## config.mk

```make
export PLATFORM = sky130hd
export DESIGN_NAME = afcw_regs
export DESIGN_NICKNAME = d
export VERILOG_FILES = /design/src/common/afcw_pkg.sv /design/src/design/afcw_regs.sv /design/src/design/afcw_window_timer.sv
export SDC_FILE = /design/constraint.sdc
export NUM_CORES = 1
export LEC_CHECK = 0
export BUFFER_PORTS_ARGS = -buffer_cell sky130_fd_sc_hd__buf_2
export CAP_MARGIN = 20
export CORE_MARGIN = 4
export CORE_UTILIZATION = 55
export CTS_CLUSTER_SIZE = 30
export DETAILED_ROUTE_END_ITERATION = 7
export PLACE_DENSITY = 0.74
export SLEW_MARGIN = 10
export SYNTH_ARGS = -nofsm -noshare
export SYNTH_HDL_FRONTEND = slang
export SYNTH_SLANG_ARGS = --single-unit
```

## constraint.sdc

```tcl
create_clock -name clock -period 2.8 [get_ports clock]
set_input_delay 0.56 -clock clock [delete_from_list [all_inputs] [get_ports clock]]
set_output_delay 0.56 -clock clock [all_outputs]
set_load 0.02 [all_outputs]
```

## src/common/afcw_pkg.sv

```systemverilog
// package: constants, types and field layout of the sample window registers
//----------------------------------------------------------------------------
//----------------------------------------------------------------------------
package afcw_pkg;

	//------------------------------------------------------------------------
	// clock and timing
	//------------------------------------------------------------------------
	localparam int unsigned CLK_HZ = 100_000_000;
	localparam int unsigned TB_HZ = 4_000_000;
	localparam int unsigned TB_DIV = CLK_HZ / TB_HZ;
	localparam int unsigned TB_DIV_W = 5;
	localparam logic [TB_DIV_W-1:0] TB_LAST = TB_DIV_W'(TB_DIV - 1);
	localparam int unsigned FAULT_FLAG_WORD_MS = 16;
	localparam int unsigned FAULT_FLAG_WORD_W = 21;
	localparam logic [FAULT_FLAG_WORD_W-1:0] FAULT_FLAG_WORD_CYCLES_DEF =
		FAULT_FLAG_WORD_W'(FAULT_FLAG_WORD_MS * (CLK_HZ / 1000));

	//------------------------------------------------------------------------
	// serial frame and register map
	//------------------------------------------------------------------------
	localparam int unsigned ADDR_W = 8;
	localparam int unsigned DATA_W = 24;
	localparam int unsigned CNT_W = 16;
	localparam int unsigned BIT_W = 5;
	localparam logic [BIT_W-1:0] ADDR_LAST = 5'h07;
	localparam logic [BIT_W-1:0] DATA_LAST = 5'h17;
	localparam logic [ADDR_W-1:0] ADDR_CONTROL = 8'h00;
	localparam logic [ADDR_W-1:0] ADDR_BEGIN = 8'h01;
	localparam logic [ADDR_W-1:0] ADDR_FINISH = 8'h02;
	localparam int unsigned CTRL_W = 4;
	localparam int unsigned BIT_SOFT_RESTART = 3;
	localparam int unsigned BIT_FAULT_CHECK = 2;
	localparam int unsigned BIT_TIMEBASE_HOLD = 1;
	localparam int unsigned BIT_READBACK = 0;
	localparam logic [CTRL_W-1:0] CTRL_RST = 4'h0;
	localparam logic [CNT_W-1:0] COUNT_RST = 16'h0000;
	localparam int unsigned FAULT_W = 13;
	localparam logic [FAULT_W-1:0] FAULT_RST = 13'h0000;
	// sclk, ste_n, simo as they sit in the synchroniser vector
	localparam logic [2:0] PIN_RST = 3'h2;
	localparam int unsigned PIN_SCLK = 2;
	localparam int unsigned PIN_STE = 1;
	localparam int unsigned PIN_SIMO = 0;

	//------------------------------------------------------------------------
	// types
	//------------------------------------------------------------------------
	// field order follows bits 3..0 of the control word
	typedef struct packed {
		logic soft_restart_bit;
		logic fault_check_trigger;
		logic timebase_hold;
		logic readback_en;
	} afcw_ctrl_s;

	typedef struct packed {
		logic [CNT_W-1:0] begin_count;
		logic [CNT_W-1:0] finish_count;
	} afcw_win_s;

	typedef enum logic [1:0] {
		SPI_IDLE = 2'h0,
		SPI_ADDR = 2'h1,
		SPI_DATA = 2'h3,
		SPI_END = 2'h2
	} afcw_spi_e;

endpackage

```

## src/design/afcw_regs.sv

```systemverilog
// control word and second emitter sample window registers behind a serial port
`timescale 1ns/100ps
`default_nettype none
module afcw_regs
	import afcw_pkg::*;
#(
	parameter logic [FAULT_FLAG_WORD_W-1:0] FAULT_FLAG_WORD_CYCLES = FAULT_FLAG_WORD_CYCLES_DEF
) (
	// clock and reset
	input wire logic clock,
	input wire logic rst_n,
	// serial register port
	input wire logic sclk,
	input wire logic ste_n,
	input wire logic simo,
	output logic somi,
	output logic somi_oe,
	// timer engine
	input wire logic [CNT_W-1:0] repetition_period_count,
	output logic timebase_hold,
	output logic sample_window,
	// diagnostics
	input wire logic [FAULT_W-1:0] fault_status,
	output logic [FAULT_W-1:0] fault_flag_word,
	output logic fault_check_busy,
	output logic soft_restart_pulse
);

	//------------------------------------------------------------------------
	// decoding helpers
	//------------------------------------------------------------------------
	function automatic logic [DATA_W-1:0] read_word(
		input logic [ADDR_W-1:0] addr,
		input afcw_win_s win
	);
		logic [DATA_W-1:0] word;
		word = '0;
		case (addr)
			ADDR_BEGIN: word = {8'h00, win.begin_count};
			ADDR_FINISH: word = {8'h00, win.finish_count};
			default: word = '0;
		endcase
		return word;
	endfunction

	function automatic logic is_read(
		input logic [ADDR_W-1:0] addr,
		input logic readback_en
	);
		// the control word is always written, so readback can be left
		return readback_en && (addr != ADDR_CONTROL);
	endfunction

	//------------------------------------------------------------------------
	// pin synchronisers
	//------------------------------------------------------------------------
	logic [2:0] pin_in;
	logic [2:0] pin_s1_reg;
	logic [2:0] pin_s2_reg;
	logic sclk_d_reg;

	assign pin_in = {sclk, ste_n, simo};

	genvar gi;
	generate
		for (gi = 0; gi < 3; gi++) begin : g_sync
			always_ff @(posedge clock) begin
				if (!rst_n) begin
					pin_s1_reg[gi] <= PIN_RST[gi];
					pin_s2_reg[gi] <= PIN_RST[gi];
				end else begin
					pin_s1_reg[gi] <= pin_in[gi];
					pin_s2_reg[gi] <= pin_s1_reg[gi];
				end
			end
		end
	endgenerate

	always_ff @(posedge clock) begin
		if (!rst_n) begin
			sclk_d_reg <= 1'b0;
		end else begin
			sclk_d_reg <= pin_s2_reg[PIN_SCLK];
		end
	end

	logic sclk_rise;
	logic sclk_fall;
	logic selected;
	logic simo_s;

	assign sclk_rise = pin_s2_reg[PIN_SCLK] && !sclk_d_reg;
	assign sclk_fall = !pin_s2_reg[PIN_SCLK] && sclk_d_reg;
	assign selected = !pin_s2_reg[PIN_STE];
	assign simo_s = pin_s2_reg[PIN_SIMO];

	//------------------------------------------------------------------------
	// serial frame engine
	//------------------------------------------------------------------------
	afcw_spi_e spi_state_reg;
	afcw_spi_e spi_state_next;
	logic [BIT_W-1:0] bit_cnt_reg;
	logic [BIT_W-1:0] bit_cnt_next;
	logic [ADDR_W-1:0] addr_reg;
	logic [ADDR_W-1:0] addr_next;
	logic [DATA_W-1:0] in_shift_reg;
	logic [DATA_W-1:0] in_shift_next;
	logic [DATA_W-1:0] out_shift_reg;
	logic [DATA_W-1:0] out_shift_next;
	logic somi_reg;
	logic somi_next;
	logic oe_reg;
	logic oe_next;
	logic rd_reg;
	logic rd_next;
	logic wr_fire;
	logic [DATA_W-1:0] wr_data;
	afcw_ctrl_s ctrl_reg;
	afcw_win_s win_reg;

	always_comb begin
		spi_state_next = spi_state_reg;
		bit_cnt_next = bit_cnt_reg;
		addr_next = addr_reg;
		in_shift_next = in_shift_reg;
		out_shift_next = out_shift_reg;
		somi_next = somi_reg;
		oe_next = oe_reg;
		rd_next = rd_reg;
		wr_fire = 1'b0;
		wr_data = {in_shift_reg[DATA_W-2:0], simo_s};
		if (!selected) begin
			// a frame cut short by deselect is dropped whole
			spi_state_next = SPI_IDLE;
			bit_cnt_next = '0;
			somi_next = 1'b0;
			oe_next = 1'b0;
			rd_next = 1'b0;
		end else begin
			case (spi_state_reg)
				SPI_IDLE: begin
					spi_state_next = SPI_ADDR;
					bit_cnt_next = '0;
				end
				SPI_ADDR: begin
					if (sclk_rise) begin
						addr_next = {addr_reg[ADDR_W-2:0], simo_s};
						bit_cnt_next = bit_cnt_reg + 1'b1;
						if (bit_cnt_reg == ADDR_LAST) begin
							spi_state_next = SPI_DATA;
							bit_cnt_next = '0;
							rd_next = is_read(addr_next, ctrl_reg.readback_en);
							out_shift_next = read_word(addr_next, win_reg);
							oe_next = rd_next;
						end
					end
				end
				SPI_DATA: begin
					if (sclk_rise) begin
						in_shift_next = wr_data;
						bit_cnt_next = bit_cnt_reg + 1'b1;
						if (bit_cnt_reg == DATA_LAST) begin
							spi_state_next = SPI_END;
							wr_fire = !rd_reg;
						end
					end
					if (sclk_fall && rd_reg) begin
						somi_next = out_shift_reg[DATA_W-1];
						out_shift_next = {out_shift_reg[DATA_W-2:0], 1'b0};
					end
				end
				SPI_END: begin
					spi_state_next = SPI_END;
				end
				default: begin
					spi_state_next = SPI_IDLE;
				end
			endcase
		end
	end

	always_ff @(posedge clock) begin
		if (!rst_n) begin
			spi_state_reg <= SPI_IDLE;
			bit_cnt_reg <= '0;
			addr_reg <= '0;
			in_shift_reg <= '0;
			out_shift_reg <= '0;
			somi_reg <= 1'b0;
			oe_reg <= 1'b0;
			rd_reg <= 1'b0;
		end else begin
			spi_state_reg <= spi_state_next;
			bit_cnt_reg <= bit_cnt_next;
			addr_reg <= addr_next;
			in_shift_reg <= in_shift_next;
			out_shift_reg <= out_shift_next;
			somi_reg <= somi_next;
			oe_reg <= oe_next;
			rd_reg <= rd_next;
		end
	end

	//------------------------------------------------------------------------
	// register file and diagnostic sequence
	//------------------------------------------------------------------------
	afcw_ctrl_s ctrl_next;
	afcw_ctrl_s ctrl_wr;
	afcw_win_s win_next;
	logic [FAULT_FLAG_WORD_W-1:0] fault_flag_word_cnt_reg;
	logic [FAULT_FLAG_WORD_W-1:0] fault_flag_word_cnt_next;
	logic [FAULT_W-1:0] fault_reg;
	logic [FAULT_W-1:0] fault_next;
	logic fault_flag_word_done;

	assign ctrl_wr = afcw_ctrl_s'(wr_data[CTRL_W-1:0]);
	assign fault_flag_word_done = ctrl_reg.fault_check_trigger
		&& (fault_flag_word_cnt_reg == FAULT_FLAG_WORD_CYCLES - 1'b1);

	always_comb begin
		ctrl_next = ctrl_reg;
		win_next = win_reg;
		fault_flag_word_cnt_next = fault_flag_word_cnt_reg;
		fault_next = fault_reg;
		if (ctrl_reg.soft_restart_bit) begin
			// the pulse itself is one of the registers it clears
			ctrl_next = afcw_ctrl_s'(CTRL_RST);
			win_next = '{begin_count: COUNT_RST, finish_count: COUNT_RST};
			fault_flag_word_cnt_next = '0;
			fault_next = FAULT_RST;
		end else begin
			if (ctrl_reg.fault_check_trigger) begin
				fault_flag_word_cnt_next = fault_flag_word_cnt_reg + 1'b1;
				if (fault_flag_word_done) begin
					ctrl_next.fault_check_trigger = 1'b0;
					fault_flag_word_cnt_next = '0;
					fault_next = fault_status;
				end
			end
			if (wr_fire) begin
				case (addr_reg)
					ADDR_CONTROL: begin
						ctrl_next.timebase_hold = ctrl_wr.timebase_hold;
						ctrl_next.readback_en = ctrl_wr.readback_en;
						// a new trigger wins over a finishing run and restarts it
						if (ctrl_wr.fault_check_trigger) begin
							ctrl_next.fault_check_trigger = 1'b1;
							fault_flag_word_cnt_next = '0;
						end
						if (ctrl_wr.soft_restart_bit) begin
							ctrl_next.soft_restart_bit = 1'b1;
						end
					end
					ADDR_BEGIN: begin
						win_next.begin_count = wr_data[CNT_W-1:0];
					end
					ADDR_FINISH: begin
						win_next.finish_count = wr_data[CNT_W-1:0];
					end
					default: begin
						win_next = win_reg;
					end
				endcase
			end
		end
	end

	always_ff @(posedge clock) begin
		if (!rst_n) begin
			ctrl_reg <= afcw_ctrl_s'(CTRL_RST);
			win_reg <= '{begin_count: COUNT_RST, finish_count: COUNT_RST};
			fault_flag_word_cnt_reg <= '0;
			fault_reg <= FAULT_RST;
		end else begin
			ctrl_reg <= ctrl_next;
			win_reg <= win_next;
			fault_flag_word_cnt_reg <= fault_flag_word_cnt_next;
			fault_reg <= fault_next;
		end
	end

	//------------------------------------------------------------------------
	// window timer
	//------------------------------------------------------------------------
	afcw_window_timer i_afcw_window_timer (
		.clock(clock),
		.rst_n(rst_n),
		.restart(ctrl_reg.soft_restart_bit),
		.hold(ctrl_reg.timebase_hold),
		.repetition_period_count(repetition_period_count),
		.win(win_reg),
		.sample_window(sample_window)
	);

	//------------------------------------------------------------------------
	// outputs
	//------------------------------------------------------------------------
	assign somi = somi_reg;
	assign somi_oe = oe_reg;
	assign timebase_hold = ctrl_reg.timebase_hold;
	assign fault_flag_word = fault_reg;
	assign fault_check_busy = ctrl_reg.fault_check_trigger;
	assign soft_restart_pulse = ctrl_reg.soft_restart_bit;

	//------------------------------------------------------------------------
	// checks
	//------------------------------------------------------------------------
	logic rst_seen_reg;

	always_ff @(posedge clock) begin
		if (!rst_n) begin
			rst_seen_reg <= 1'b1;
		end else begin
			rst_seen_reg <= 1'b0;
		end
	end

	property p_ctrl_unread;
		@(posedge clock) disable iff (!rst_n)
		somi_oe |-> (addr_reg != ADDR_CONTROL);
	endproperty
	a_ctrl_unread: assert property (p_ctrl_unread)
		else $error("control word driven out on the serial port");

	property p_restart_clears;
		@(posedge clock) disable iff (!rst_n)
		soft_restart_pulse |=> !soft_restart_pulse && !timebase_hold
			&& !fault_check_busy && (win_reg == '0) && (fault_flag_word == '0);
	endproperty
	a_restart_clears: assert property (p_restart_clears)
		else $error("soft restart left a register off its default");

	property p_trigger_starts;
		@(posedge clock) disable iff (!rst_n)
		(wr_fire && addr_reg == ADDR_CONTROL && ctrl_wr.fault_check_trigger
			&& !soft_restart_pulse) |=> fault_check_busy && fault_flag_word_cnt_reg == '0;
	endproperty
	a_trigger_starts: assert property (p_trigger_starts)
		else $error("fault check did not start on trigger");

	property p_flags_stored;
		@(posedge clock) disable iff (!rst_n)
		(fault_flag_word_done && !soft_restart_pulse)
			|=> fault_flag_word == $past(fault_status);
	endproperty
	a_flags_stored: assert property (p_flags_stored)
		else $error("fault statuses not stored at end of sequence");

	property p_trigger_length;
		@(posedge clock) disable iff (!rst_n)
		$fell(fault_check_busy) && !$past(soft_restart_pulse)
			|-> $past(fault_flag_word_cnt_reg) == FAULT_FLAG_WORD_CYCLES - 1'b1;
	endproperty
	a_trigger_length: assert property (p_trigger_length)
		else $error("fault check ended off its length");

	property p_busy_bounded;
		@(posedge clock) disable iff (!rst_n)
		fault_check_busy |-> fault_flag_word_cnt_reg < FAULT_FLAG_WORD_CYCLES;
	endproperty
	a_busy_bounded: assert property (p_busy_bounded)
		else $error("fault check ran past its length");

	property p_read_needs_enable;
		@(posedge clock) disable iff (!rst_n)
		$rose(somi_oe) |-> $past(ctrl_reg.readback_en) && selected;
	endproperty
	a_read_needs_enable: assert property (p_read_needs_enable)
		else $error("readback driven while readback is disabled");

	property p_reset_values;
		@(posedge clock) disable iff (!rst_n)
		rst_seen_reg |-> (ctrl_reg == afcw_ctrl_s'(CTRL_RST))
			&& (win_reg == '0) && !somi_oe;
	endproperty
	a_reset_values: assert property (p_reset_values)
		else $error("registers not at zero after reset");

endmodule
`default_nettype wire

```

## src/design/afcw_window_timer.sv

```systemverilog
// window timer: 4 MHz timebase, repetition period counter, sample window
`timescale 1ns/100ps
`default_nettype none
module afcw_window_timer
	import afcw_pkg::*;
(
	// clock and reset
	input wire logic clock,
	input wire logic rst_n,
	// control
	input wire logic restart,
	input wire logic hold,
	input wire logic [CNT_W-1:0] repetition_period_count,
	input wire afcw_win_s win,
	// result
	output logic sample_window
);

	logic [TB_DIV_W-1:0] div_reg;
	logic [TB_DIV_W-1:0] div_next;
	logic [CNT_W-1:0] period_reg;
	logic [CNT_W-1:0] period_next;
	logic win_reg;
	logic win_next;
	logic tick;

	assign tick = (div_reg == TB_LAST);

	//------------------------------------------------------------------------
	// counters and window
	//------------------------------------------------------------------------
	always_comb begin
		div_next = tick ? '0 : div_reg + 1'b1;
		period_next = period_reg;
		win_next = win_reg;
		if (tick) begin
			if (period_reg >= repetition_period_count) begin
				period_next = '0;
			end else begin
				period_next = period_reg + 1'b1;
			end
			// equal counts give an empty window: the finish compare wins
			if (period_reg == win.finish_count) begin
				win_next = 1'b0;
			end else if (period_reg == win.begin_count) begin
				win_next = 1'b1;
			end
		end
		if (hold || restart) begin
			div_next = '0;
			period_next = '0;
			win_next = 1'b0;
		end
	end

	always_ff @(posedge clock) begin
		if (!rst_n) begin
			div_reg <= '0;
			period_reg <= '0;
			win_reg <= 1'b0;
		end else begin
			div_reg <= div_next;
			period_reg <= period_next;
			win_reg <= win_next;
		end
	end

	assign sample_window = win_reg;

	//------------------------------------------------------------------------
	// checks
	//------------------------------------------------------------------------
	property p_hold_clears;
		@(posedge clock) disable iff (!rst_n)
		hold |=> (period_reg == '0) && !sample_window && (div_reg == '0);
	endproperty
	a_hold_clears: assert property (p_hold_clears)
		else $error("counters not held while timebase hold is set");

	property p_window_opens;
		@(posedge clock) disable iff (!rst_n)
		(tick && !hold && !restart && period_reg == win.begin_count
			&& period_reg != win.finish_count) |=> sample_window;
	endproperty
	a_window_opens: assert property (p_window_opens)
		else $error("window did not open at the begin count");

	property p_window_closes;
		@(posedge clock) disable iff (!rst_n)
		(tick && period_reg == win.finish_count) |=> !sample_window
			##1 (!sample_window)[*3];
	endproperty
	a_window_closes: assert property (p_window_closes)
		else $error("window open after the finish count");

endmodule
`default_nettype wire

```

Word level (Yosys, flattened, before mapping). Cells that the tools add are included.

Input port bits: 34. Output and inout port bits: 19. Word-level logic and storage cells: 116. Flip-flop bits (word level): 155.

Mux-type cells: 32. Equal/unequal tests: 18. Magnitude comparators: 1. Add/subtract/negate cells: 4. Reductions and logical operators: 32. Bitwise gates (word level): 4.

Operators by type and width (number): two-way mux 21 bit (5); two-way mux 24 bit (3); one-hot mux 24 bit (2 select lines) (1); == test 16 bit (2); one-hot mux 16 bit (2 select lines) (1); adder 21 x 1 -> 21 bit, second input constant (1); == test 21 bit, second input constant (1); adder 16 x 1 -> 16 bit, second input constant (1); == test 8 x 1 -> 1 bit, second input constant (2); == test 8 x 2 -> 1 bit, second input constant (2); >= comparator 16 bit (1); two-way mux 16 bit (1); two-way mux 5 bit (3); one-hot mux 5 bit (3 select lines) (1); AND reduction 2 bit (6); AND reduction 3 bit (4); adder 5 x 1 -> 5 bit, second input constant (2); == test 5 bit, second input constant (2); two-way mux 1 bit (10); != test 2 bit, second input constant (5); zero test 8 bit (1); two-way mux 2 bit (4); one-hot mux 2 bit (4 select lines) (1); nonzero test 8 bit (1); 16 further kinds (30).

Logic depth before layout (Yosys ltp). Gate-level depths: netlist of the first run.

Word-level depth: 7. Depth in mapped cells: 9. Gate-level depth less buffers: 7.

Cells and area by module. A second synthesis of the first run with hierarchy kept.

Cells, all modules: 877. Area total of the unflattened synthesis: 7573.5 µm².

By module, submodules not included: afcw_regs (times used 1, sequential area each 2662.6 µm², area each 5775.5 µm², cells an instance 667); afcw_window_timer (times used 1, sequential area each 440.4 µm², area each 1798.0 µm², cells an instance 210).

Worst setup path after synthesis of the first run. No wires, ideal clock.

Path type: input to register. Start: input port repetition_period_count[15]. End: register i_afcw_window_timer.period_reg[10]. Data arrival time: 2.154 ns. Slack: 0.518 ns. Setup time: 0.128 ns. Buffers on the path: 1. Data required time: 2.672 ns. Stages: 8. Cells stage by stage: inv_1 > ha_1 > nand2_1 > nor4_1 > o311ai_0 > a31oi_1 > clkbuf_1 > nor2_1.

Longest elaborated chain between the ends: 2.

RTL lines: start, declared (RTL line afcw_regs.sv:19) `input wire logic [CNT_W-1:0] repetition_period_count,`; >= comparator 16 bit (RTL line afcw_window_timer.sv:37) `if (period_reg >= repetition_period_count) begin`; two-way mux 16 bit (RTL line afcw_window_timer.sv:37); end signal, assigned (RTL line afcw_window_timer.sv:63) `period_reg <= period_next;`; end, declared (RTL line afcw_window_timer.sv:21) `logic [CNT_W-1:0] period_reg;`.

Every way passes these cells. A chain may end at the register's enable or synchronous reset.

Worst setup path in the final report of the first run.
Start: register addr_reg[2]. End: register fault_flag_word_cnt_reg[3].

Longest elaborated chain between the ends: 3.

RTL lines: start, declared (RTL line afcw_regs.sv:104) `logic [ADDR_W-1:0] addr_reg;`; start signal, assigned (RTL line afcw_regs.sv:195) `addr_reg <= addr_next;`; zero test 8 bit (RTL line afcw_regs.sv:241) `case (addr_reg)`; two-way mux 21 bit (RTL line afcw_regs.sv:241); two-way mux 21 bit (RTL line afcw_regs.sv:240) `if (wr_fire) begin`; end signal, assigned (RTL line afcw_regs.sv:277) `fault_flag_word_cnt_reg <= fault_flag_word_cnt_next;`; end, declared (RTL line afcw_regs.sv:210) `logic [FAULT_FLAG_WORD_W-1:0] fault_flag_word_cnt_reg;`.

Every way passes these cells.

==> summary by stage, run 1 <==
Place
The count of buffers added on input and output ports is 52. Routability-driven placement finished with a final weighted congestion of 0.8992. The placed standard-cell area is 7542 µm². The total half-perimeter wirelength after legalization and detailed placement is 11850 µm.

Floorplan
The full die area is roughly 15000 µm². The y dimension of the die is 122.1 µm. The starting density of the core is ~56%. The total core area is between 10000 and 15000 µm².

The number of top-level pins is 53. The overall die width is around 120 µm. The number of cell rows is 41.

Timing
The headroom to the max-slew limit is 51.47%. Adding up every negative setup slack in the final design gives 0 ns. Clock skew on the completed layout was measured at 0.008769 ns.

Dividing the final minimum period by the clock period gives between 80 and 90%. The slew at the pin with the worst max-slew slack is 0.7258 ns. The final critical-path required period is between 2 and 2.5 ns.

The maximum operating frequency is 0.4117 GHz. Setup repair after global routing left no endpoint under its margin. Setup violations remaining at the end of the flow were counted as 0. The max-slew violation count is 0. The final number of hold-violating endpoints is 0.

Clock network
The number of hold-repair buffers added at the cts stage is 0. The total CTS buffers is 17. The number of gates resized after CTS is 0. The CTS tree is done. The clock insertion delay at the later pin of the skew report is between 0.4 and 0.5 ns. After clock tree synthesis, the clock-pin slew on the worst setup and hold paths is 0.06 ns. The longest clock path from root to sink contains 2 buffers.

The number of setup buffers added after CTS is 0. The H-tree level count is 4. The tree is rooted in a clkbuf_16. CTS saw 155 sinks.

Routing
The first-pass detailed-route iteration total is 6. For this block, the initial DRC count from the detailed router was ~430. The mean number of vias per cell is 5.600. The final wirelength is 16370 µm. After detailed routing, the average wire length per cell comes to 15.45 µm. The number of routed nets with antenna violations is 0.

The remaining design rule violation count is 0. The routed layout has 5930 vias.

Yosys
In the synthesized netlist the async set-or-reset flop fraction comes to 0%. Among all flip-flop cells after synthesis, the most frequent one is dfxtp_1. The sequential fraction of the synthesis area is 43.37%. Counting distinct cell types in the post-synthesis netlist gives 49. The number of synthesized flops with an enable pin is 0. The cell count after synthesis is 844.

The Yosys step of the flow raised 0 warnings. The synthesized area per cell is 8.477 µm². The netlist area before placement is about 7000 µm². Counting every net in the synthesized netlist gives 899. The number of flip-flops and latches in the synthesized netlist is 155.

Min path
The number of cells on the worst hold path is 2. The tightest min-delay check is of the in2reg type.

Layout
The area of the multi-input gates is about 3700 µm². The library cell used most frequently in the layout, excluding fill and tap cells, is dfxtp_1. The ratio of cells with drive above 1 in the final layout is a little under an eighth.

The final cell area excluding filler cells is 8090 µm². In the layout the commonest cells are dfxtp_1 (155), nand2_1 (150), nor2_1 (87), buf_2 (52), xnor2_1 (50). The antenna diode count is 0. The register area is 3103 µm². The number of flip-flops under the largest register name is 32. The area growth from synthesis to layout is 13.08%. For this run, the post-layout net count is 932.

The final-layout fill cell count is approximately 1.1k.

Setup path
The biggest fanout along the worst timing path is 18. Counting both buffers and inverters, the worst setup path holds a total of 0. At the worst endpoint, the required time is slightly above 3 ns. The critical path goes through or4_4 > nor4b_4 > nand3_1 > o211ai_2 > nor2_1. The launching element type of the critical path is a flip-flop. The setup check on the worst reg-to-reg path leaves a slack of 0.37 ns. The critical path crosses 5 cells after its start point. For this design, the slowest cell found on the critical path is o211ai_2. The worst setup path category is reg2reg. At the worst endpoint, the arrival time is 2.70 ns. STA classifies the critical path endpoint as a flip-flop. The worst reg2reg path depth is 5. The kind of cell adding the most delay to the critical path is simple AND/OR/NAND/NOR gates. The delay of the slowest cell on the worst path is 0.65 ns.

Global routing
Global routing used around 23% of the available tracks. The total congestion overflow is 0. The number of global-route vias before repair is 5665. The maximum number of pins on one net before global-route repair is 43.

The number of antenna violations at the first check in global routing is 0. The first global-routing pass estimated 27210 µm of wire.

Status
The flow ran to the end, and the final reports show no timing, DRC or antenna violations.

Job
The number of violations of the max-capacitance limit is 0.

Power
In this run the static leakage power is between 3 and 4 nW. The maximum VDD drop is 0.4175 mV. The power density relative to cell area is 556.3 nW/µm².
==> cell usage after synthesis, types with 5 or more instances <==
library cell	instances	area [µm²]
ha_1	21	262.8
nand3_1	24	120.1
o21ai_0	8	40.04
clkbuf_1	45	168.9
nand4_1	18	112.6
and4_1	7	61.31
inv_1	26	97.59
a21oi_1	45	225.2
nor3b_1	16	120.1
nand2_1	150	563.0
a21boi_0	33	247.7
a22o_1	16	140.1
and2_1	8	50.05
xor2_1	19	166.4
nor4_1	10	62.56
buf_2	5	25.02
a221oi_1	15	131.4
nor3_1	17	85.08
nand2b_1	6	37.54
nor2_1	87	326.6
mux2i_1	19	190.2
xnor2_1	50	437.9
dfxtp_1	155	3103
==> power breakdown <==
part	switching, mW	internal (mW)
clock network	0.857	1.31
registers	0.00883	2.21
logic	0.0615	0.0464
total	0.927	3.57
==> final cells by class <==
type                    count  area share (%)
clock inverters             8           1.206
flip-flops and latches    155           38.35
clock buffers              21           5.568
repair buffers             69           4.794
multi-input cells         608           46.21
inverters                  26           1.206
well taps                 172           2.660
==> per-layer routing <==
layer  vias to the layer above  global-route usage [%]  wire length [µm]
met2                       154                   36.84              7919
met5                         -                       0                 0
met1                      2808                   30.31              7227
met4                         0                   9.027               356
li1                       2937                       -                 -
met3                        31                   5.200               862
==> logic make-up after synthesis <==
logic type	count (synthesis)	synth area share, %
AND/OR/NAND/NOR	366	24.43
buffers and inverters	81	4.564
AO/OA/AOI/OAI	131	12.54
XOR/XNOR	69	8.447
flip-flops	155	43.37
adder cells (fa/ha/maj)	21	3.673
multiplexers	21	2.973
==> final timing paths <==
kind / startpoint / to
setup / recovery: addr_reg[2]$_SDFFE_PN0P_ / fault_flag_word_cnt_reg[3]$_SDFF_PP0_
hold / removal: ste_n / pin_s1_reg[1]$_SDFF_PN1_
setup reg to reg: addr_reg[2]$_SDFFE_PN0P_ / fault_flag_word_cnt_reg[3]$_SDFF_PP0_
hold reg to reg: pin_s1_reg[1]$_SDFF_PN1_ / pin_s2_reg[1]$_SDFF_PN1_
==> metrics by stage <==
| step | hold WS (ns) | util (%) | std cells | setup slack [ns] | power, mW |
|---|---|---|---|---|---|
| floorplan | 0.3863 | - | 844 | 0.5183 | 2.336 |
| CTS | 0.3208 | 63.85 | 1059 | 0.3555 | 4.532 |
| finish | 0.3247 | 63.85 | 1059 | 0.3709 | 4.501 |
| global placement | 0.3916 | 59.52 | 1030 | 0.3775 | 2.374 |
| global route | 0.3173 | 63.85 | 1059 | 0.1556 | 4.625 |
| detailed placement | 0.4015 | 59.52 | 1030 | 0.3558 | 2.379 |
No activity file was read; power rests on OpenSTA's default activity.
==> run 2: changes to the inputs <==
--- a/config.mk
+++ b/config.mk
@@ -9,8 +9,10 @@
 export CAP_MARGIN = 20
 export CORE_MARGIN = 4
 export CORE_UTILIZATION = 55
+export CTS_BUF_LIST = sky130_fd_sc_hd__clkbuf_8 sky130_fd_sc_hd__clkbuf_16
 export CTS_CLUSTER_SIZE = 30
 export DETAILED_ROUTE_END_ITERATION = 7
+export MAX_ROUTING_LAYER = met4
 export PLACE_DENSITY = 0.74
 export SLEW_MARGIN = 10
 export SYNTH_ARGS = -nofsm -noshare
==> summary by stage, run 2 (synthesis gave the netlist of run 1 again) <==
Status
The flow ran to the end, and the final reports show no timing, DRC or antenna violations.

Global routing
The most crowded layer after global routing is met2. The maximum number of pins on one net before global-route repair is 55. The number of global-route vias before repair is 5546.

The met1 demand-to-capacity share in global routing is 29.49%. Global routing used 23.58% of the available tracks across all layers. The wire length of the first global-routing pass is 27050 µm. Global routing consumed, on the met3 layer, 6.082% of the routing resources. The number of antenna violations at the first check in global routing is 0. For met2 alone, demand over resource in global routing was between 30% and 40%. The total congestion overflow is 0.

Layout
After filler insertion, the fill cell instance count of the layout stands at 1056. The top cell types in the final layout, fill and taps aside, are dfxtp_1 (155), nand2_1 (150), nor2_1 (87), buf_2 (52), xnor2_1 (50). The library cell used most frequently in the layout, excluding fill and tap cells, is dfxtp_1. The number of nets in the layout is slightly above 900.

The area growth from synthesis to layout is 13.27%. The number of flip-flops under the largest register name is 32. Of the cells placed in the final design, the portion with a size suffix greater than 1 is 12.57%. After the flow finishes, the layout carries non-filler instances totaling 1063. The antenna diode count is 0.

Floorplan
The number of top-level pins is 53. The overall die width is 122.1 µm. The number of cell rows is 41.

The total core area is 12670 µm². The y dimension of the die is 122.1 µm. The starting density of the core is 56.46%. The full die area is 14900 µm².

Job
Max-cap violations in this run came to 0.

Routing
The pre-antenna-repair detailed-routing pass consisted of 5 iterations. The count of routing violations after the opening detailed-route iteration is 492. In the routed design, unresolved DRC markers number 0. The total via count after detailed routing is 6014. After detailed routing, the average wire length per cell comes to about 16 µm. After detailed routing, the number of vias per cell comes to 5.658. The routed design has 16480 µm of wire. The number of routed nets with antenna violations is 0.

Power
The worst-case IR drop observed on VDD is 0.4867 mV. The power density relative to cell area is 550.6 nW/µm². Per report_power, the combinational group accounts for 2.5% of the total. The net switching fraction of the power is 22.06%. The share of total power dissipated in the clock network is 47.7%. The power dissipated by switching net loads is between 0.9 and 1 mW. The static leakage is 3.037 nW. Sequential cells burn 49.8% of the power. Internal power comes to approximately 3.5 mW.

Timing
Setup violations remaining at the end of the flow were counted as 0. Timing would allow up to 0.4049 GHz. The max-slew violation count is 0. The final number of hold-violating endpoints is 0. The final setup skew is 0.006260 ns.

The slew at the pin with the worst max-slew slack is roughly 0.80 ns. The setup total negative slack is 0 ns. After layout, the minimum clock period comes to 2.470 ns. Setup repair after global routing left no endpoint under its margin.

The minimum hold slack is approximately 0.32 ns. The worst pin sits at a relative slew slack of 46.73%. Dividing the final minimum period by the clock period gives 88.20%.

Clock network
The number of gates resized after CTS was 0. TritonCTS built the clock tree. The number of hold-repair buffers added at the cts stage is 0. The root buffer cell is clkbuf_16.

The clock sink count is 155. The register clock-pin slew on the reported worst setup and hold paths is ~0.060 ns. Buffers added to address setup during post-CTS repair amount to 0. TritonCTS created 17 clock buffers.

The clock reaches the later pin of the worst-skew pair after around 0.42 ns. The clock tree synthesis step divided the H-tree into 4 levels. No sink is reached through more buffers than the 2 on the longest clock path.

Setup path
The required time of the critical path is 3.08 ns. The biggest fanout along the worst timing path is 18. STA classifies the critical path endpoint as a flip-flop.

The worst setup path category is reg2reg. The worst reg2reg path depth is 5. The launching element type of the critical path is a flip-flop.

Data on the critical path arrives at its endpoint at 2.75 ns.

Place
Once placement completed, the tool counted placed cells totaling 1031. The count of buffers added on input and output ports is 52. The wire-length estimate of the detail-placed layout is 12000 µm.

The final weighted congestion of routability-driven global placement is 0.9128.

Min path
The number of cells on the worst hold path is 2. The worst hold path belongs to the class in2reg.
run 2: cell count changes in the layout (fill, tap and decap cells not counted), sizes merged:
cell      delta
buf          +1
bufinv       -1
clkbuf       -4
clkinv       +7
clkinvlp     +1
run 2: power by group through the flow:
| stage | Combinational (mW) | Clock [mW] | Sequential (mW) |
|---|---|---|---|
| floorplan | 0.0684 | 0 | 2.27 |
| detailed placement | 0.111 | 0 | 2.27 |
| CTS | 0.112 | 2.17 | 2.22 |
| global route | 0.125 | 2.27 | 2.22 |
| global placement | 0.106 | 0 | 2.27 |
| finish | 0.111 | 2.13 | 2.22 |
run 2: layer usage:
layer / wire length [µm] / share of wire (%) / vias up
met5: 0 / 0 / -
met4: 326 / 2.0 / 0
met3: 823 / 5.0 / 30
met2: 7849 / 48 / 175
met1: 7479 / 45 / 2862
li1: - / - / 2947
run 2: metrics by stage:
| stage | utilization [%] | total power, mW | worst slack, ns | area (µm²) |
|---|---|---|---|---|
| finish | 63.96 | 4.462 | 0.3303 | 8104 |
| global route | 63.96 | 4.617 | 0.1775 | 8104 |
| CTS | 63.96 | 4.502 | 0.3463 | 8104 |
| detailed placement | 59.58 | 2.382 | 0.3323 | 7550 |
| global placement | 59.58 | 2.376 | 0.3904 | 7550 |
| floorplan | - | 2.336 | 0.5183 | 7154 |
run 2: worst paths after layout:
kind | start | slack (ns) | endpoint
setup / recovery | addr_reg[2]$_SDFFE_PN0P_ | 0.33 | fault_flag_word_cnt_reg[10]$_SDFF_PP0_
hold / removal | ste_n | 0.32 | pin_s1_reg[1]$_SDFF_PN1_
hold reg to reg | pin_s1_reg[1]$_SDFF_PN1_ | 0.41 | pin_s2_reg[1]$_SDFF_PN1_
setup reg to reg | addr_reg[2]$_SDFFE_PN0P_ | 0.33 | fault_flag_word_cnt_reg[10]$_SDFF_PP0_
run 2: worst max-delay path, stage by stage (launching register included):
cell      delay [ns]
dfxtp_1         0.33
or4_4           0.58
nor4b_4         0.40
nand3_1         0.21
o211ai_2        0.70
nor2_1          0.11
run 2: final cells by class:
type                    count  area, µm²  area share [%]
clock buffers              17      425.4           5.249
clock inverters            15      128.9           1.590
inverters                  26      97.59           1.204
multi-input cells         608       3739           46.13
flip-flops and latches    155       3103           38.29
well taps                 172      215.2           2.656
repair buffers             70      395.4           4.879
==> run 3: changes to the inputs <==
==> constraint.sdc (replaced) <==
create_clock -name clock -period 2.6 [get_ports clock]
set_input_delay 0.52 -clock clock [delete_from_list [all_inputs] [get_ports clock]]
set_output_delay 0.52 -clock clock [all_outputs]
set_load 0.02 [all_outputs]
==> summary by stage, run 3 (synthesis gave the netlist of run 1 again) <==
Status
The flow ran to the end, and the final reports show no timing, DRC or antenna violations.

Floorplan
After floorplanning, the core was divided into 41 placement rows. Measured along the x axis, the die boundary spans roughly 120 µm. The initial utilization of the core area, before any placement, comes to 56.46%. The number of top-level pins is between 50 and 60. The y dimension of the die is 122.1 µm. The total core area is 12670 µm². The full die area is approximately 15000 µm².

Clock network
The number of hold-repair buffers added at the cts stage is 0. The CTS tree is done. The clock insertion delay at the later pin of the skew report is between 0.4 and 0.5 ns. Clock tree synthesis inserted a total of 17 buffers. The number of buffers on the longest clock path is 2. The number of gates resized after CTS is 0.

For this design, the sink count on the clock tree is 155. After clock tree synthesis, the clock-pin slew on the worst setup and hold paths is 0.06 ns. The root buffer cell is clkbuf_16. The number of setup buffers added after CTS is 0.

The H-tree level count is 4.

Routing
The total via count after detailed routing is 5994. Dividing the detail-routed wire length by the instance count gives 15.58 µm. The met3 routed wirelength is 757 µm.

For this run, design rule violations remaining after detail routing come to 0. After detailed routing, the wire length on met1 is 7525 µm. The mean number of vias per cell is about 5.6. The first-pass detailed-route iteration total is 5. The routed design uses 8039 µm of met2 wire. The topmost layer with routed signal wires is met4.

The final layout contains routed wiring with a total length of 16640 µm. The count of routing violations after the opening detailed-route iteration is 382. The count of nets left with antenna violations once routing finished came out at 0.

Min path
The endpoint with the worst hold slack is pin_s1_reg[1]$_SDFF_PN1_. The worst hold path was traced through 2 stages. The class of the tightest hold or removal check is in2reg.

The startpoint of the worst hold path is ste_n.

Layout
The final core utilization is 64.25%. In the final layout, the multi-input gates occupy approximately 3700 µm². 0 antenna diodes ended up in the layout.

The most common library cell in the layout ignoring fill and taps is dfxtp_1. Cells with a size suffix above 1 make up 12.95% of the layout. The layout has 1035 filler cells. The register area is between 3000 and 4000 µm². The register with the most flip-flops in the layout has 32 of them. Once layout is done, the placed cells without fillers occupy 8142 µm².

The top cell types in the final layout, fill and taps aside, are dfxtp_1 (155), nand2_1 (150), nor2_1 (87), buf_2 (52), xnor2_1 (50). The net count of the finished layout is 938. Relative to the synthesized area, the layout overhead comes to 13.80%.

Setup path
The worst setup path is launched from a flip-flop. The required time of the critical path is 2.95 ns. For the worst setup path, the data arrival time is 2.69 ns.

The most critical setup path has its startpoint at addr_reg[2]$_SDFFE_PN0P_. The endpoint identified for the worst register-to-register timing path is win_reg[19]$_SDFFE_PP0P_. The biggest fanout along the worst timing path is 16. For flop-to-flop paths, the worst setup slack is 0.26 ns. The worst setup path is captured at a flip-flop.

The worst setup path category is reg2reg. For the worst flop-to-flop path, the logic depth is 5. The startpoint identified for the worst register-to-register timing path is addr_reg[2]$_SDFFE_PN0P_.

Global routing
The number of antenna violations at the first check in global routing is 0. For this run, the total global-route usage over all layers was measured as 24.45%. The first global-routing pass estimated between 20000 and 30000 µm of wire. The maximum number of pins on one net before global-route repair is 51. The number of global-route vias before repair is roughly 6k. The total congestion overflow is 0.

Timing
The setup total negative slack is 0 ns. The routed design could run at a clock period as short as ~2.3 ns. Setup violations remaining at the end of the flow were counted as 0. The final setup skew is 0.008933 ns.

The least setup slack across all paths after layout is approximately 0.26 ns. Based on the critical path, the design can be clocked at up to 0.4275 GHz. The max-slew violation count is 0.

The final number of hold-violating endpoints is 0. Headroom to the max-slew limit came out at ~56%. The final critical path takes up 89.96% of the cycle. At the pin with the least slew margin, the transition time is 0.6584 ns. Setup repair after global routing left no endpoint under its margin.

Place
The worst slack after detailed placement is 0.1274 ns. The final weighted congestion of routability-driven global placement is slightly below 1. The placed standard-cell area is 7580 µm². The total half-perimeter wirelength after legalization and detailed placement is 12120 µm. The quantity of I/O buffers inserted on ports is 52.

Power
The completed layout was analyzed and its total power is around 4.8 mW. The maximum VDD drop is about 0.45 mV. The power density relative to cell area is 585.2 nW/µm². For this design the static power due to leakage is 3.051 nW.

Job
Max-cap violations in this run came to 0.
[run 3: report_power, final]
part / internal, mW / switching, mW / leakage, nW / total [mW]
Combinational: 0.0529 / 0.0696 / 1.55 / 0.123
Sequential: 2.38 / 0.00807 / 1.25 / 2.39
Clock: 1.23 / 1.02 / 0.254 / 2.25
Total: 3.67 / 1.10 / 3.05 / 4.76
[run 3: worst max-delay path by stage]
stage               slack [ns]                                              end  cells after the start
floorplan                 0.36  i_afcw_window_timer.period_reg[10]$_SDFFE_PP0P_                      8
global placement          0.23   i_afcw_window_timer.period_reg[4]$_SDFFE_PP0P_                      9
detailed placement        0.13           fault_flag_word_cnt_reg[19]$_SDFF_PP0_                      5
CTS                       0.13           fault_flag_word_cnt_reg[19]$_SDFF_PP0_                      5
global route              0.05                         win_reg[29]$_SDFFE_PP0P_                      5
finish                    0.26                         win_reg[19]$_SDFFE_PP0P_                      5
[run 3: cell type report]
| cell class | count | share of cell area [%] |
|---|---|---|
| clock buffer | 17 | 5.225 |
| clock inverter | 15 | 1.475 |
| inverter | 26 | 1.199 |
| multi-input combinational | 608 | 46.03 |
| sequential | 155 | 38.11 |
| tap | 172 | 2.643 |
| timing repair buffer | 75 | 5.317 |
[run 3: layer usage]
layer | vias to the layer above | track usage, %
li1 | 2969 | -
met1 | 2850 | 30.20
met2 | 148 | 39.26
met3 | 27 | 5.617
met4 | 0 | 9.027
met5 | - | -
[run 3: worst max-delay path: stages, from the launching register on]
cell     delay (ns)
dfxtp_1        0.33
or4_4          0.59
nor4b_4        0.42
and4_1         0.64
nand2_1        0.12
a21oi_1        0.17
[run 3: stage by stage]
step	hold slack, ns	cells
2_1_floorplan	0.3863	844
6_report	0.2671	1068
4_1_cts	0.2553	1067
5_1_grt	0.2860	1068
3_3_place_gp	0.3928	1035
3_5_place_dp	0.3989	1035
